`config.mk`:
```
export PLATFORM = sky130hd
export DESIGN_NAME = epi_ctrl
export DESIGN_NICKNAME = d
export VERILOG_FILES = /design/src/hdl/epi_pkg.sv /design/src/hdl/epi_ctrl.sv
export SDC_FILE = /design/constraint.sdc
export NUM_CORES = 1
export LEC_CHECK = 0
export ABC_AREA = 1
export BUFFER_PORTS_ARGS = -buffer_cell sky130_fd_sc_hd__buf_2
export CAP_MARGIN = 5
export CELL_PAD_IN_SITES_DETAIL_PLACEMENT = 0
export CELL_PAD_IN_SITES_GLOBAL_PLACEMENT = 1
export CORE_ASPECT_RATIO = 1.75
export CORE_MARGIN = 2
export CORE_UTILIZATION = 28
export CTS_BUF_LIST = sky130_fd_sc_hd__clkbuf_8
export DETAILED_ROUTE_END_ITERATION = 8
export PLACE_DENSITY = 0.85
export SETUP_SLACK_MARGIN = 0.05
export SYNTH_ARGS = -nofsm -noshare
export SYNTH_HDL_FRONTEND = slang
export SYNTH_SLANG_ARGS = --single-unit
export TNS_END_PERCENT = 5
```
`constraint.sdc`:
```
create_clock -name mclk_i -period 0.86 [get_ports mclk_i]
set_input_delay 0.086 -clock mclk_i [delete_from_list [all_inputs] [get_ports mclk_i]]
set_output_delay 0.086 -clock mclk_i [all_outputs]
set_load 0.02 [all_outputs]
```
`src/hdl/epi_pkg.sv`:
```
// Purpose: Shared constants and types for the external pin interrupt logic
// Assumes: One 25 MHz processor bus clock
// Notes: Register bit layout chosen locally
package epi_pkg;
	// ==========================================
	// Register map
	localparam logic [7:0] EPI_CSR_ADDR = 8'h0A;
	localparam logic [15:0] EPI_VEC_HI_ADDR = 16'h0FFA;
	localparam logic [15:0] EPI_VEC_LO_ADDR = 16'h0FFB;
	// ==========================================
	// Field positions
	localparam int EPI_SEC_ACK_BIT = 0;
	localparam int EPI_MAIN_ACK_BIT = 1;
	localparam int EPI_SEC_FLAG_BIT = 2;
	localparam int EPI_MAIN_FLAG_BIT = 3;
	localparam int EPI_SEC_EN_BIT = 4;
	localparam int EPI_MAIN_EN_BIT = 5;
	// ==========================================
	// Reset values
	localparam logic EPI_MAIN_EN_RST = 1'h1;
	localparam logic EPI_SEC_EN_RST = 1'h0;
	// Synchroniser stages of active-low pins start at their idle level
	localparam logic EPI_PIN_IDLE_HI = 1'h1;
	localparam logic [7:0] EPI_ZERO_BYTE = 8'h00;
	localparam logic [3:0] EPI_ZERO_NIB = 4'h0;

	typedef struct packed {
		logic [7:0] addr;
		logic [7:0] wdata;
		logic wr;
		logic rd;
	} epi_bus_req_t;

	typedef struct packed {
		logic irq_pin_b;
		logic [3:0] low_port_pin_group;
		logic high_port_pin;
	} epi_pins_t;

	typedef struct packed {
		logic [1:0] irq_sync;
		logic [1:0] irq_seen;
		logic [3:0] low_sync0;
		logic [3:0] low_sync1;
		logic [3:0] low_seen;
		logic [1:0] high_sync;
		logic high_seen;
		logic main_latch;
		logic sec_latch;
		logic main_en;
		logic sec_en;
		logic [7:0] rdata;
	} epi_state_t;
endpackage

```
`src/hdl/epi_ctrl.sv`:
```
// Purpose: External pin interrupt request latches, enables and status register
// Assumes: Pins asynchronous; bus and CPU strobes synchronous to mclk_i
// Notes: Factory options are module parameters
`timescale 1ns/1ns
module epi_ctrl import epi_pkg::*; #(
	parameter bit LOW_GROUP_OPT = 1'b0,
	parameter bit LEVEL_SENS_OPT = 1'b0
) (
	input wire logic mclk_i,
	input wire logic rst_b_i,
	input wire epi_bus_req_t bus_i,
	output logic [7:0] rdata_o,
	input wire epi_pins_t pins_i,
	input wire logic cpu_imask_i,
	input wire logic vec_fetch_i,
	input wire logic stop_wait_i,
	output logic irq_req_o,
	output logic [15:0] irq_vec_o,
	output logic branch_pin_level_o
);
	// ==========================================
	// Helper functions
	// Address decode shared by read and write paths
	function automatic logic csr_hit(
		input logic [7:0] addr
	);
		logic hit;
		hit = 1'h0;
		if (addr == EPI_CSR_ADDR) begin
			hit = 1'h1;
		end
		return hit;
	endfunction

	// Falling edge from two successive samples
	function automatic logic fell(
		input logic prev,
		input logic now
	);
		logic seen;
		seen = prev & ~now;
		return seen;
	endfunction

	// Rising edge on any bit of a group
	function automatic logic any_rose(
		input logic [3:0] prev,
		input logic [3:0] now
	);
		logic seen;
		seen = |(now & ~prev);
		return seen;
	endfunction

	// Status byte; ack and unused bits stay zero
	function automatic logic [7:0] status_byte(
		input logic me,
		input logic se,
		input logic mf,
		input logic sf
	);
		logic [7:0] b;
		b = EPI_ZERO_BYTE;
		b[EPI_MAIN_EN_BIT] = me;
		b[EPI_SEC_EN_BIT] = se;
		b[EPI_MAIN_FLAG_BIT] = mf;
		b[EPI_SEC_FLAG_BIT] = sf;
		return b;
	endfunction

	// ==========================================
	// State and internal signals
	epi_state_t s_q;
	epi_state_t s_d;
	logic irq_now;
	logic irq_prev;
	logic high_now;
	logic high_prev;
	logic [3:0] low_now;
	logic [3:0] low_prev;
	logic irq_fall;
	logic high_fall;
	logic low_rise;
	logic irq_level;
	logic low_level;
	logic level_act;
	logic main_set;
	logic sec_set;
	logic fetch_clr;
	logic main_flag;
	logic main_live;
	logic sec_live;
	logic csr_wr;
	logic csr_rd;
	logic main_ack;
	logic sec_ack;
	logic [7:0] status;

	// ==========================================
	// Synchronised pin views
	// edges from synchronised samples
	assign irq_now = s_q.irq_seen[0];
	assign irq_prev = s_q.irq_seen[1];
	assign high_now = s_q.high_sync[1];
	assign high_prev = s_q.high_seen;
	assign low_now = s_q.low_sync1;
	assign low_prev = s_q.low_seen;

	// ==========================================
	// Edge and level detection
	// dedicated pin falling edge
	assign irq_fall = fell(irq_prev, irq_now);
	assign high_fall = fell(high_prev, high_now);
	assign low_rise = LOW_GROUP_OPT & any_rose(low_prev, low_now);
	assign irq_level = ~irq_now;
	assign low_level = LOW_GROUP_OPT & (|low_now);
	assign level_act = irq_level | low_level;
	assign main_flag = s_q.main_latch | (LEVEL_SENS_OPT & level_act);

	// ==========================================
	// Set and clear qualifiers
	assign main_set = irq_fall | low_rise;
	assign sec_set = high_fall & s_q.sec_en;
	assign fetch_clr = vec_fetch_i & ~s_q.sec_en;
	assign csr_wr = bus_i.wr & csr_hit(bus_i.addr);
	assign csr_rd = bus_i.rd & csr_hit(bus_i.addr);
	assign main_ack = csr_wr & bus_i.wdata[EPI_MAIN_ACK_BIT];
	assign sec_ack = csr_wr & bus_i.wdata[EPI_SEC_ACK_BIT];
	assign status = status_byte(s_q.main_en, s_q.sec_en, main_flag, s_q.sec_latch);

	// ==========================================
	// Next state
	always_comb begin
		s_d = s_q;
		// Synchronisers: first stage feeds only second stage
		s_d.irq_sync[0] = pins_i.irq_pin_b;
		s_d.irq_sync[1] = s_q.irq_sync[0];
		s_d.irq_seen[0] = s_q.irq_sync[1];
		s_d.irq_seen[1] = s_q.irq_seen[0];
		s_d.low_sync0 = pins_i.low_port_pin_group;
		s_d.low_sync1 = s_q.low_sync0;
		s_d.low_seen = s_q.low_sync1;
		s_d.high_sync[0] = pins_i.high_port_pin;
		s_d.high_sync[1] = s_q.high_sync[0];
		s_d.high_seen = s_q.high_sync[1];
		if (fetch_clr) begin
			s_d.main_latch = 1'h0;
		end
		if (main_ack) begin
			s_d.main_latch = 1'h0;
		end
		if (main_set) begin
			s_d.main_latch = 1'h1;
		end
		if (sec_ack) begin
			s_d.sec_latch = 1'h0;
		end
		if (sec_set) begin
			s_d.sec_latch = 1'h1;
		end
		if (csr_wr) begin
			s_d.main_en = bus_i.wdata[EPI_MAIN_EN_BIT];
			s_d.sec_en = bus_i.wdata[EPI_SEC_EN_BIT];
		end
		if (stop_wait_i) begin
			s_d.main_en = 1'h1;
		end
		// data stands one cycle, zero otherwise
		s_d.rdata = EPI_ZERO_BYTE;
		if (csr_rd) begin
			s_d.rdata = status;
		end
	end

	// ==========================================
	// State register
	// reset values
	always_ff @(posedge mclk_i or negedge rst_b_i) begin
		if (!rst_b_i) begin
			s_q <= '0;
			// Idle-high stages, so no false edge after reset
			s_q.irq_sync <= {2{EPI_PIN_IDLE_HI}};
			s_q.irq_seen <= {2{EPI_PIN_IDLE_HI}};
			s_q.high_sync <= {2{EPI_PIN_IDLE_HI}};
			s_q.high_seen <= EPI_PIN_IDLE_HI;
			s_q.main_en <= EPI_MAIN_EN_RST;
			s_q.sec_en <= EPI_SEC_EN_RST;
		end else begin
			s_q <= s_d;
		end
	end

	// ==========================================
	// Outputs
	assign rdata_o = s_q.rdata;
	assign main_live = main_flag & s_q.main_en;
	assign sec_live = s_q.sec_latch & s_q.sec_en;
	// held while any live; CPU mask
	assign irq_req_o = ~cpu_imask_i & (main_live | sec_live);
	assign irq_vec_o = EPI_VEC_HI_ADDR;
	assign branch_pin_level_o = irq_now;
endmodule

```
# Yosys cells after proc, flatten, opt, wreduce, memory -nomap -nowiden
# Index checks and enable logic that the tools add are counted.
classes:
  n_eq_ne: 1
  mux: 9
  bitwise: 16
  reduce_logical: 3
op_table:
  columns: ["cell", "n"]
  rows:
  - ["$and 1x1->1", 11]
  - ["$eq 8x4->1 const B", 1]
  - ["$mux 1", 7]
  - ["$mux 6", 1]
  - ["$not 1->1", 4]
  - ["$reduce_bool 2->1", 2]
  - ["$reduce_bool 3->1", 1]
  - ["$mux 2", 1]
  - ["$or 1x1->1", 1]
word_totals:
  regBits: 19
  input_bits: 29
  out_inout_bits: 26
  wordCells: 38

# Longest topological paths before layout
# Gate-level depths: netlist of run 1.
depth:
  word_depth: 6
  mapped_depth: 7
  depth_no_buf: 7

# Worst setup path before layout of run 1
# No wires, ideal clock.
synth_timing:
  path_type: "register -> output"
  from: "reg s_q[9] in the netlist's numbering"
  to: "out irq_req_o"
  arrival_time_ns: 0.929
  t_required_ns: 0.774
  setup_slack_ns: -0.155
  stages_incl_launch_ff: 3
  n_path_buf: 0
  path_cell_list: "dfstp_2 nand2_1 a21oi_1"
synth_between:
  elab_chain_len: 3
synth_lines:
  columns: ["item", "line_no", "text"]
  rows:
  - ["from (decl)", "epi_ctrl.sv:73", "epi_state_t s_q;"]
  - ["$and 1x1->1", "epi_ctrl.sv:196", "assign main_live = main_flag & s_q.main_en;"]
  - ["$or 1x1->1", "epi_ctrl.sv:199", "assign irq_req_o = ~cpu_imask_i & (main_live | sec_live);"]
  - ["$and 1x1->1", "epi_ctrl.sv:199", null]
  - ["to (decl)", "epi_ctrl.sv:17", "output logic irq_req_o,"]
# Every way passes these cells.

# Worst setup path after layout of run 1
# Same ends and word-level chain as after synthesis.

==> results of run 1 <==
[metrics by stage]
step | total power, mW | TNS [ns] | hold slack, ns | setup slack (ns)
CTS | 1.56 | -0.493 | 0.0346 | -0.341
floorplan | 0.957 | 0 | -0.210 | 0.0133
global placement | 0.958 | -0.0753 | -0.0103 | -0.0691
detailed placement | 0.963 | -0.104 | 0.000390 | -0.0898
global route | 1.61 | -0.577 | 0.0401 | -0.375
finish | 1.53 | -0.459 | 0.0388 | -0.320
[cell usage after synthesis]
| master | n |
|---|---|
| dfstp_2 | 8 |
| nand2_1 | 16 |
| nor2_4 | 1 |
| dfrtp_1 | 7 |
| a21oi_1 | 2 |
| inv_1 | 7 |
| nor2_1 | 8 |
| nand3_1 | 5 |
| buf_4 | 24 |
| conb_1 | 2 |
[repair_timing]
action | 4_1_cts | 5_1_grt
resized for setup | 10 | 1
buffers inserted | 0 | 0
hold buffers | 3 | 0
pin swaps | 0 | 3
endpoints found under the hold margin | 9 | 0
setup endpoints to repair | 8 | 10
[worst max-delay path, cell delays in order (launching register included)]
cell and delay, ns:
dfstp_2 0.54, nand2_2 0.06, a21oi_4 0.12, buf_6 0.13
[power groups by stage]
stage                     registers, mW  logic, mW  clock network, mW
after floorplan                   0.770      0.187                  0
after global placement            0.768      0.190                  0
after detailed placement          0.769      0.194                  0
after CTS                         0.758      0.212              0.586
after global routing              0.761      0.233              0.618
final                             0.759      0.212              0.557
[final cells by class]
type / instances / area, um^2 / share of cell area (%)
Clock buffer: 3 / 41.3 / 4.47
Tap cell: 26 / 32.5 / 3.52
Sequential cell: 15 / 385 / 41.7
Inverter: 7 / 26.3 / 2.84
Timing Repair Buffer: 31 / 206 / 22.3
Clock inverter: 1 / 5.00 / 0.541
Multi-Input combinational cell: 52 / 228 / 24.6
[cells by family after synthesis]
group | after synthesis | synth area share [%]
flops | 15 | 52.4
compound gates | 2 | 1.36
buf+inv | 31 | 28.1
other cells | 2 | 1.02
simple gates | 30 | 17.2
[registers in the layout, indices dropped and copies added (netlist names)]
| signal | cells |
|---|---|
| s_d | 3 |
| main_flag | 1 |
| branch_pin_level_o | 1 |
| s_q | 3 |
| high_now | 1 |
| irq_prev | 1 |
| rdata_o | 4 |
| high_prev | 1 |
[routing by layer]
layer	up-vias	wire, um	track usage (%)
met5	-	0	0
met4	0	31	6.25
met3	3	159	3.53
met2	40	531	12.8
met1	225	405	8.63
li1	251	-	-
[worst paths after layout]
check | to | slack, ns | cells past startpoint
worst min register to register | s_d[27] | 0.35 | 0
worst max register to register | rdata_o[5] | 0.03 | 3
min in group asynchronous | s_q[10] | 0.27 | 2
max in group asynchronous | s_q[9] | 0.31 | 2
worst min-delay path | s_q[9] | 0.04 | 3
worst max-delay path | irq_req_o | -0.32 | 3
==> impl_metrics.csv, run 1 <==
group,metric,value,unit
yosys,synthDistinctLibCells,10,
cts,clk_pin_slew_worst_paths,0.06,ns
job,drv_cap,0,
global_route,grt_pass1_vias,439,
power_and_ir_drop,leakage,0.510,nW
global_route,grt_pass1_wl,1.80,mm
detailed_routing,routed_wl,1.13,mm
final_layout,syn_to_final_growth,25.7,%
cts,h-tree-depth,1,
detailed_routing,drt-initial-drc-count,10,
final_layout,layout.nets,139,
floorplanning,dieArea,3070,um^2
timing,min_period_over_period,137,%
final_layout,stdcell_area,925,um^2
global_route,grt.overflow.total,0,
yosys,yosysSeqAreaShare,52.4,%
worst_setup_path,cp_max_fo,2,
detailed_routing,ant_nets,0,
final_layout,final_util,37.1,%
yosys,synth.area.top_cells,"dfstp_2 29%, buf_4 24%, dfrtp_1 24%",
floorplanning,core-area,2490,um^2
detailed_routing,firstDrtPassIters,3,
detailed_routing,post-route-drc-count,0,
cts,clk_latency,0.25,ns
power_and_ir_drop,p_seq_share,49.6,%
yosys,synthesis.instances,80,
final_layout,final_cells,135,
timing,setup_slack,-0.320,ns
run_status,violations,"setup timing",
detailed_routing,vias,519,
final_layout,final_layout_size_suffix_gt1_share,40.4,%
detailed_routing,wl_per_cell,8.36,um
worst_setup_path,regToRegStartpoint,"s_q[9]",
worst_setup_path,required,0.77,ns
floorplanning,die_h,71.8,um
placed_design,gp_congestion,0.788,
floorplanning,ioPinCount,55,
final_layout,num_antenna_cells,0,
worst_hold_path,min_from,"stop_wait_i",
floorplanning,die_w,42.8,um
power_and_ir_drop,sw_frac_of_total,25.6,%
global_route,grt_start_max_net_pins,16,
floorplanning,rows,24,
yosys,synthesis.area,736,um^2
placed_design,portBuffers,26,
cts,numCtsBuffers,3,
yosys,netlist.area_leader.share,28.6,%
placed_design,dp_hpwl,916,um
power_and_ir_drop,pwr-share-comb,13.9,%
power_and_ir_drop,clkPwrFrac,36.5,%
cts,clockBufferDepth,2,
timing,min_period,1.18,ns
timing,finClkSkew,0.00184,ns
yosys,ys_ff_latch,15,
final_layout,layout_common_cells,"21 x buf_2, 20 x conb_1, 15 x nand2_1, 8 x dfstp_2",
power_and_ir_drop,powerDensity,1650,nW/um^2
worst_setup_path,arrival,1.09,ns
floorplanning,start_util,29.5,%
run_status,status,"finished, violations left",
detailed_routing,via_per_inst,3.84,
timing,rsz0062_at_grt,"yes",
worst_hold_path,hold_class,"in -> reg",
power_and_ir_drop,p_int,1.14,mW
global_route,antenna_found_initial,0,
global_route,grt_usage,8.27,%
placed_design,dpl_cell_area,815,um^2
worst_setup_path,endpoint_kind,"output port",
placed_design,dp.cells,128,
power_and_ir_drop,switchingPower,391,uW
timing,max_freq,847,MHz
cts,cts-root-buf,"clkbuf_8",
worst_setup_path,crit_type,"reg -> out",
final_layout,fillers,273,
cts,cts_tree,"done",
worst_setup_path,worstSetupStartpointType,"flop",
timing,slew_violations,0,
cts,cts_sinks,15,
worst_setup_path,crit_path_start,"s_q[9]",
yosys,synth.avg_cell_area,9.20,um^2
power_and_ir_drop,ir_worst_vdd,1080,uV
timing,hold_violations,0,
yosys,ys_warn_count,0,
timing,setup_viol,2,
yosys,yosys.area.top_type,"dfstp_2",
final_layout,final_common_cell,"buf_2",
Note: power is estimated with default switching activity, not from simulation.
==> inputs of run 2 (changes only) <==
--- a/config.mk
+++ b/config.mk
@@ -5,17 +5,15 @@
 export SDC_FILE = /design/constraint.sdc
 export NUM_CORES = 1
 export LEC_CHECK = 0
-export ABC_AREA = 1
 export BUFFER_PORTS_ARGS = -buffer_cell sky130_fd_sc_hd__buf_2
-export CAP_MARGIN = 5
 export CELL_PAD_IN_SITES_DETAIL_PLACEMENT = 0
 export CELL_PAD_IN_SITES_GLOBAL_PLACEMENT = 1
 export CORE_ASPECT_RATIO = 1.75
 export CORE_MARGIN = 2
-export CORE_UTILIZATION = 28
+export CORE_UTILIZATION = 29
 export CTS_BUF_LIST = sky130_fd_sc_hd__clkbuf_8
 export DETAILED_ROUTE_END_ITERATION = 8
-export PLACE_DENSITY = 0.85
+export PLACE_DENSITY = 0.84
 export SETUP_SLACK_MARGIN = 0.05
 export SYNTH_ARGS = -nofsm -noshare
 export SYNTH_HDL_FRONTEND = slang
==> constraint.sdc (replaced) <==
create_clock -name mclk_i -period 1.19 [get_ports mclk_i]
set_input_delay 0.119 -clock mclk_i [delete_from_list [all_inputs] [get_ports mclk_i]]
set_output_delay 0.119 -clock mclk_i [all_outputs]
set_load 0.02 [all_outputs]
==> run 2 against run 1 <==
Effect of this change: the flow now finishes without violations; largest cell class unchanged; combinational power down 26%; setup slack improved by 0.33 ns; via count decreased by 3.5%; final cell count is 8.9% lower; synthesized area grew 2.6%; core utilization is 0.30 points lower; synthesized cell count shrank 18%; total power down 27%; highest routed layer unchanged; first-iteration DRC count is 90% lower; critical endpoint unchanged; clock skew rose by 0.0019 ns.
==> impl_metrics.csv, run 2 <==
group,metric,value,unit
run_status,status,"finished clean",
placed_design,gp_congestion,0.645,
worst_setup_path,endpoint_kind,"output port",
detailed_routing,via_per_inst,4.07,
cts,clk_pin_slew_worst_paths,0.06,ns
detailed_routing,ant_nets,0,
yosys,synthesis.area,754,um^2
placed_design,dp_hpwl,1.01,mm
detailed_routing,firstDrtPassIters,4,
yosys,synth.area.top_cells,"dfstp_2 28%, buf_4 24%, dfrtp_1 23%",
final_layout,final_cells,123,
detailed_routing,wl_per_cell,9.89,um
timing,hold_violations,0,
timing,hold_ws,0.101,ns
detailed_routing,routed_wl,1.22,mm
global_route,grt_pass1_wl,1.92,mm
worst_setup_path,required,1.07,ns
placed_design,dp.cells,114,
job,drv_cap,0,
floorplanning,rows,24,
global_route,grt_usage,8.74,%
detailed_routing,post-route-drc-count,0,
timing,max_freq,851,MHz
timing,min_period_over_period,98.8,%
global_route,grt_start_max_net_pins,16,
final_layout,num_antenna_cells,0,
yosys,yosys.area_share.simple,15.9,%
worst_setup_path,worstSetupStartpointType,"flop",
floorplanning,core-area,2490,um^2
worst_setup_path,cp_max_fo,2,
cts,clockBufferDepth,2,
final_layout,layout_common_cells,"25 x buf_2, 20 x conb_1, 8 x dfstp_2, 7 x dfrtp_1, 5 x buf_4",
floorplanning,ioPinCount,55,
yosys,synth.most_common_cell,"buf_4",
yosys,synth-compound-area-share,3.81,%
worst_hold_path,min_from,"bus_i[6]",
yosys,ys_async_sr_fraction,100,%
cts,cts_sinks,15,
floorplanning,die_h,71.5,um
yosys,synthesis.instances,66,
yosys,synth.avg_cell_area,11.4,um^2
worst_hold_path,hold_class,"in -> reg",
worst_setup_path,regToRegStartpoint,"s_q[8]",
yosys,synth_xor_area_share,0,%
cts,cts-root-buf,"clkbuf_8",
worst_setup_path,reg2reg_setup_slack,0.23,ns
timing,finClkSkew,0.00374,ns
detailed_routing,drt-initial-drc-count,1,
cts,numCtsBuffers,3,
yosys,yosys_most_used_dff,"dfstp_2",
cts,cts_tree,"done",
placed_design,portBuffers,26,
worst_hold_path,hold_depth,2,
power_and_ir_drop,leakage,0.498,nW
yosys,netlist.area_leader.share,27.9,%
yosys,synthDistinctLibCells,22,
cts,clk_latency,0.24,ns
yosys,yosysSeqAreaShare,51.1,%
floorplanning,die_w,42.6,um
global_route,antenna_found_initial,0,
final_layout,final_layout_size_suffix_gt1_share,47.4,%
yosys,synth_top_cells_by_count,"24 x buf_4, 8 x dfstp_2, 7 x dfrtp_1, 4 x and3_1",
worst_setup_path,reg2reg_depth,3,
yosys,synth_fa_ha_area_share,0,%
worst_setup_path,reg2reg_to,"main_flag",
timing,setup_viol,0,
yosys,ys_ff_latch,15,
cts,h-tree-depth,1,
power_and_ir_drop,ir_worst_vdd,816,uV
global_route,grt_pass1_vias,469,
timing,slew_violations,0,
final_layout,final_common_cell,"buf_2",
power_and_ir_drop,powerDensity,1210,nW/um^2
global_route,grt.overflow.total,0,
final_layout,largest_register_ffs,4,
yosys,synth_mux_area_share,2.82,%
yosys,ys_warn_count,0,
final_layout,layout.nets,127,
final_layout,syn_to_final_growth,21.6,%
floorplanning,dieArea,3040,um^2
floorplanning,start_util,30.3,%
worst_setup_path,arrival,1.06,ns
yosys,synth_edf_count,0,
detailed_routing,vias,501,
worst_hold_path,hold_end,"s_q[8]",
yosys,synth_top_family_by_area,"buffers and inverters",
yosys,yosys.area.top_type,"dfstp_2",
timing,rsz0062_at_grt,"yes",
worst_setup_path,crit_type,"reg -> out",
timing,min_period,1.18,ns
-- run 2: cell types whose count changed after synthesis, moves of 2 or more --
cell     delta
nand3_1     -4
and3_1      +4
nor2_1      -5
a21oi_1     -2
nand2_1    -15
inv_1       -4
-- run 2: final cells by class --
| cell class | count | area (um^2) |
|---|---|---|
| Fill cell | 262 | 1580 |
| Tap cell | 26 | 32.5 |
| Clock buffer | 3 | 41.3 |
| Sequential cell | 15 | 385 |
| Inverter | 3 | 11.3 |
| Timing Repair Buffer | 33 | 193 |
| Clock inverter | 1 | 3.75 |
| Multi-Input combinational cell | 42 | 250 |
-- run 2: report_power, final --
part           switching, mW  internal [mW]  total, mW
combinational          0.101         0.0568      0.157
clock                  0.160          0.228      0.388
sequential            0.0172          0.546      0.563
-- run 2: worst max path at each step --
stage / slack (ns) / to / cells after the start / from
floorplan: 0.16 / main_flag / 3 / bus_i[15]
global placement: -0.07 / main_flag / 4 / bus_i[15]
detailed placement: -0.09 / main_flag / 4 / bus_i[15]
CTS: -0.02 / irq_req_o / 3 / s_q[9]
global route: -0.05 / irq_req_o / 3 / s_q[10]
finish: 0.01 / irq_req_o / 3 / s_q[9]
-- run 2: cells by family (layout without fill, tap and decap cells) --
group,count (synthesis),after routing
buffers and inverters,27,40
muxes,2,2
other,2,20
AOI/OAI and AO/OA,4,4
and+or+nand+nor,16,16
DFF,15,15
-- run 2: metal layers --
metal / share of wire [%] / global-route usage (%)
met5: 0 / 0
met4: 1.2 / 4.17
met3: 9.0 / 4.03
met2: 58 / 16.4
met1: 32 / 7.42
-- run 2: through the flow --
step                utilization (%)  worst slack (ns)  TNS, ns  power, mW  instance area (um^2)
finish                         36.8            0.0148        0       1.11                   917
global route                   36.8           -0.0482  -0.0482       1.19                   917
CTS                            36.5           -0.0194  -0.0194       1.12                   910
detailed placement             32.9           -0.0938   -0.282      0.714                   820
global placement               32.9           -0.0731   -0.175      0.708                   820
floorplan                         -             0.160        0      0.703                   822
-- run 2: worst max-delay path, cell delays in order (launching register included) --
cell	delay [ns]
dfstp_2	0.53
a22oi_2	0.05
nor2_1	0.09
buf_4	0.14
-- run 2: what timing repair did --
action,in CTS,in global routing
endpoints found under the setup margin,1,1
gates resized for setup,2,0
hold buffers,3,0
buffers inserted,1,1
endpoints found under the hold margin,9,0
pin swaps,1,1
==> inputs of run 3 (changes only) <==
--- a/config.mk
+++ b/config.mk
@@ -9,11 +9,11 @@
 export CELL_PAD_IN_SITES_DETAIL_PLACEMENT = 0
 export CELL_PAD_IN_SITES_GLOBAL_PLACEMENT = 1
 export CORE_ASPECT_RATIO = 1.75
-export CORE_MARGIN = 2
+export CORE_MARGIN = 3
 export CORE_UTILIZATION = 29
 export CTS_BUF_LIST = sky130_fd_sc_hd__clkbuf_8
 export DETAILED_ROUTE_END_ITERATION = 8
-export PLACE_DENSITY = 0.84
+export PLACE_DENSITY = 0.9
 export SETUP_SLACK_MARGIN = 0.05
 export SYNTH_ARGS = -nofsm -noshare
 export SYNTH_HDL_FRONTEND = slang
==> run 3 against run 2 <==
Effect of this change: the flow now finishes with violations (setup timing); die area grew 7.6%; clock skew fell by 0.0025 ns; flip-flop and latch count unchanged; critical endpoint unchanged; setup slack worse by 0.022 ns.
==> impl_metrics.csv, run 3 (synthesis gave the netlist of run 2 again) <==
group,metric,value,unit
global_route,grt_usage,9.18,%
placed_design,dp.cells,113,
floorplanning,start_util,31.6,%
worst_setup_path,worstSetupStartpointType,"flop",
final_layout,fillers,257,
placed_design,portBuffers,26,
floorplanning,dieArea,3270,um^2
run_status,violations,"setup timing",
cts,cts_tree,"done",
final_layout,final_common_cell,"buf_2",
timing,slew_violations,0,
global_route,grt.overflow.total,0,
worst_hold_path,hold_class,"in -> reg",
run_status,status,"finished, violations left",
worst_setup_path,crit_type,"reg -> out",
worst_setup_path,crit_path_cell_trace,"a22oi_2 -> nor2_1 -> buf_4",
final_layout,layout_common_cells,"25 x buf_2, 20 x conb_1, 8 x dfstp_2, 7 x dfrtp_1, 5 x buf_4",
worst_setup_path,path_buf_inv,1,
worst_setup_path,required,1.07,ns
global_route,antenna_found_initial,0,
floorplanning,core-area,2390,um^2
floorplanning,die_w,44.6,um
timing,rsz0062_at_grt,"yes",
worst_setup_path,regToRegStartpoint,"s_q[8]",
timing,finClkSkew,0.00129,ns
cts,numCtsBuffers,3,
power_and_ir_drop,ir_worst_vdd,777,uV
worst_hold_path,min_from,"bus_i[6]",
timing,setup_slack,-0.00694,ns
timing,setup_viol,1,
timing,hold_violations,0,
final_layout,num_antenna_cells,0,
final_layout,layout.nets,127,
placed_design,dp_hpwl,1.14,mm
global_route,grt_start_max_net_pins,16,
detailed_routing,routed_wl,1.42,mm
final_layout,final_cells,122,
cts,clk_latency,0.24,ns
timing,min_period_over_period,101,%
floorplanning,ioPinCount,55,
worst_setup_path,cp_max_fo,2,
global_route,grt_pass1_wl,2.13,mm
detailed_routing,firstDrtPassIters,2,
detailed_routing,via_per_inst,4.24,
timing,max_freq,835,MHz
detailed_routing,wl_per_cell,11.6,um
worst_setup_path,arrival,1.08,ns
power_and_ir_drop,powerDensity,1230,nW/um^2
detailed_routing,ant_nets,0,
job,drv_cap,0,
power_and_ir_drop,leakage,0.496,nW
detailed_routing,post-route-drc-count,0,
worst_setup_path,cpPeakStageDelay,0.54,ns
global_route,grt_pass1_vias,484,
timing,min_period,1.20,ns
final_layout,largest_register_ffs,4,
cts,cts_sinks,15,
floorplanning,rows,23,
final_layout,final_layout_size_suffix_gt1_share,48.5,%
worst_setup_path,crit_family,"flip-flops",
final_layout,multi_input_area,250,um^2
worst_setup_path,cpMaxStageDelayCell,"dfstp_2",
floorplanning,die_h,73.5,um
final_layout,seqCellArea,385,um^2
worst_setup_path,crit_path_start,"s_q[9]",
worst_setup_path,endpoint_kind,"output port",
final_layout,syn_to_final_growth,21.6,%
detailed_routing,drt-initial-drc-count,9,
detailed_routing,vias,517,
cts,h-tree-depth,1,
final_layout,final_util,38.4,%
cts,clk_pin_slew_worst_paths,0.06,ns
timing,totalNegativeSetupSlack,-0.00694,ns
cts,clockBufferDepth,2,
cts,cts-root-buf,"clkbuf_8",
placed_design,gp_congestion,0.675,
==> run 3: cell count changes in the layout (fill, tap and decap cells not counted) <==
| cell | previous run | this run |
|---|---|---|
| clkinv_2 | 0 | 1 |
| inv_1 | 4 | 3 |
==> run 3: layout make-up <==
type	count	share of cell area, %
clock buffer	3	4.50
clock inverter	1	0.546
inverter	3	1.23
multi-input combinational	42	27.3
sequential	15	42.0
tap	25	3.41
timing repair buffer	33	21.0
==> run 3: routing by layer <==
metal	GRT usage (%)	routed length [um]
met4	5.03	8
met3	2.21	131
met2	17.4	876
met1	8.28	402
met5	0	0
==> run 3: what timing repair did <==
| item | in CTS | in global routing |
|---|---|---|
| hold endpoints to repair | 9 | 0 |
| cloned | 0 | 0 |
| setup buffers | 2 | 0 |
| hold buffers | 3 | 0 |
| resized for setup | 1 | 1 |
| endpoints found under the setup margin | 1 | 1 |
| pin swaps | 0 | 1 |
==> run 3: path summary, 6_finish.rpt <==
kind                                      end  slack [ns]  depth (start not counted)
min in group asynchronous          rdata_o[3]        0.30                          2
max in group asynchronous              s_q[9]        0.60                          2
min reg2reg                branch_pin_level_o        0.35                          0
max                                 irq_req_o      -0.007                          3
max reg2reg                         main_flag        0.20                          3
min                                    s_q[8]        0.12                          2
==> run 3: report_power, final <==
part	switching, mW	internal (mW)	total, mW
Combinational	0.103	0.0570	0.160
Clock	0.170	0.231	0.401
Sequential	0.0170	0.546	0.563
==> run 3: metrics by stage <==
stage / hold slack, ns / cell area, um^2 / total power [mW] / worst slack [ns]
2_1_floorplan: -0.177 / 822 / 0.703 / 0.160
3_3_place_gp: 0.0200 / 818 / 0.708 / -0.0638
3_5_place_dp: 0.0339 / 818 / 0.716 / -0.0820
4_1_cts: 0.113 / 912 / 1.14 / 0.00120
5_1_grt: 0.125 / 917 / 1.19 / -0.0670
6_report: 0.116 / 917 / 1.12 / -0.00694
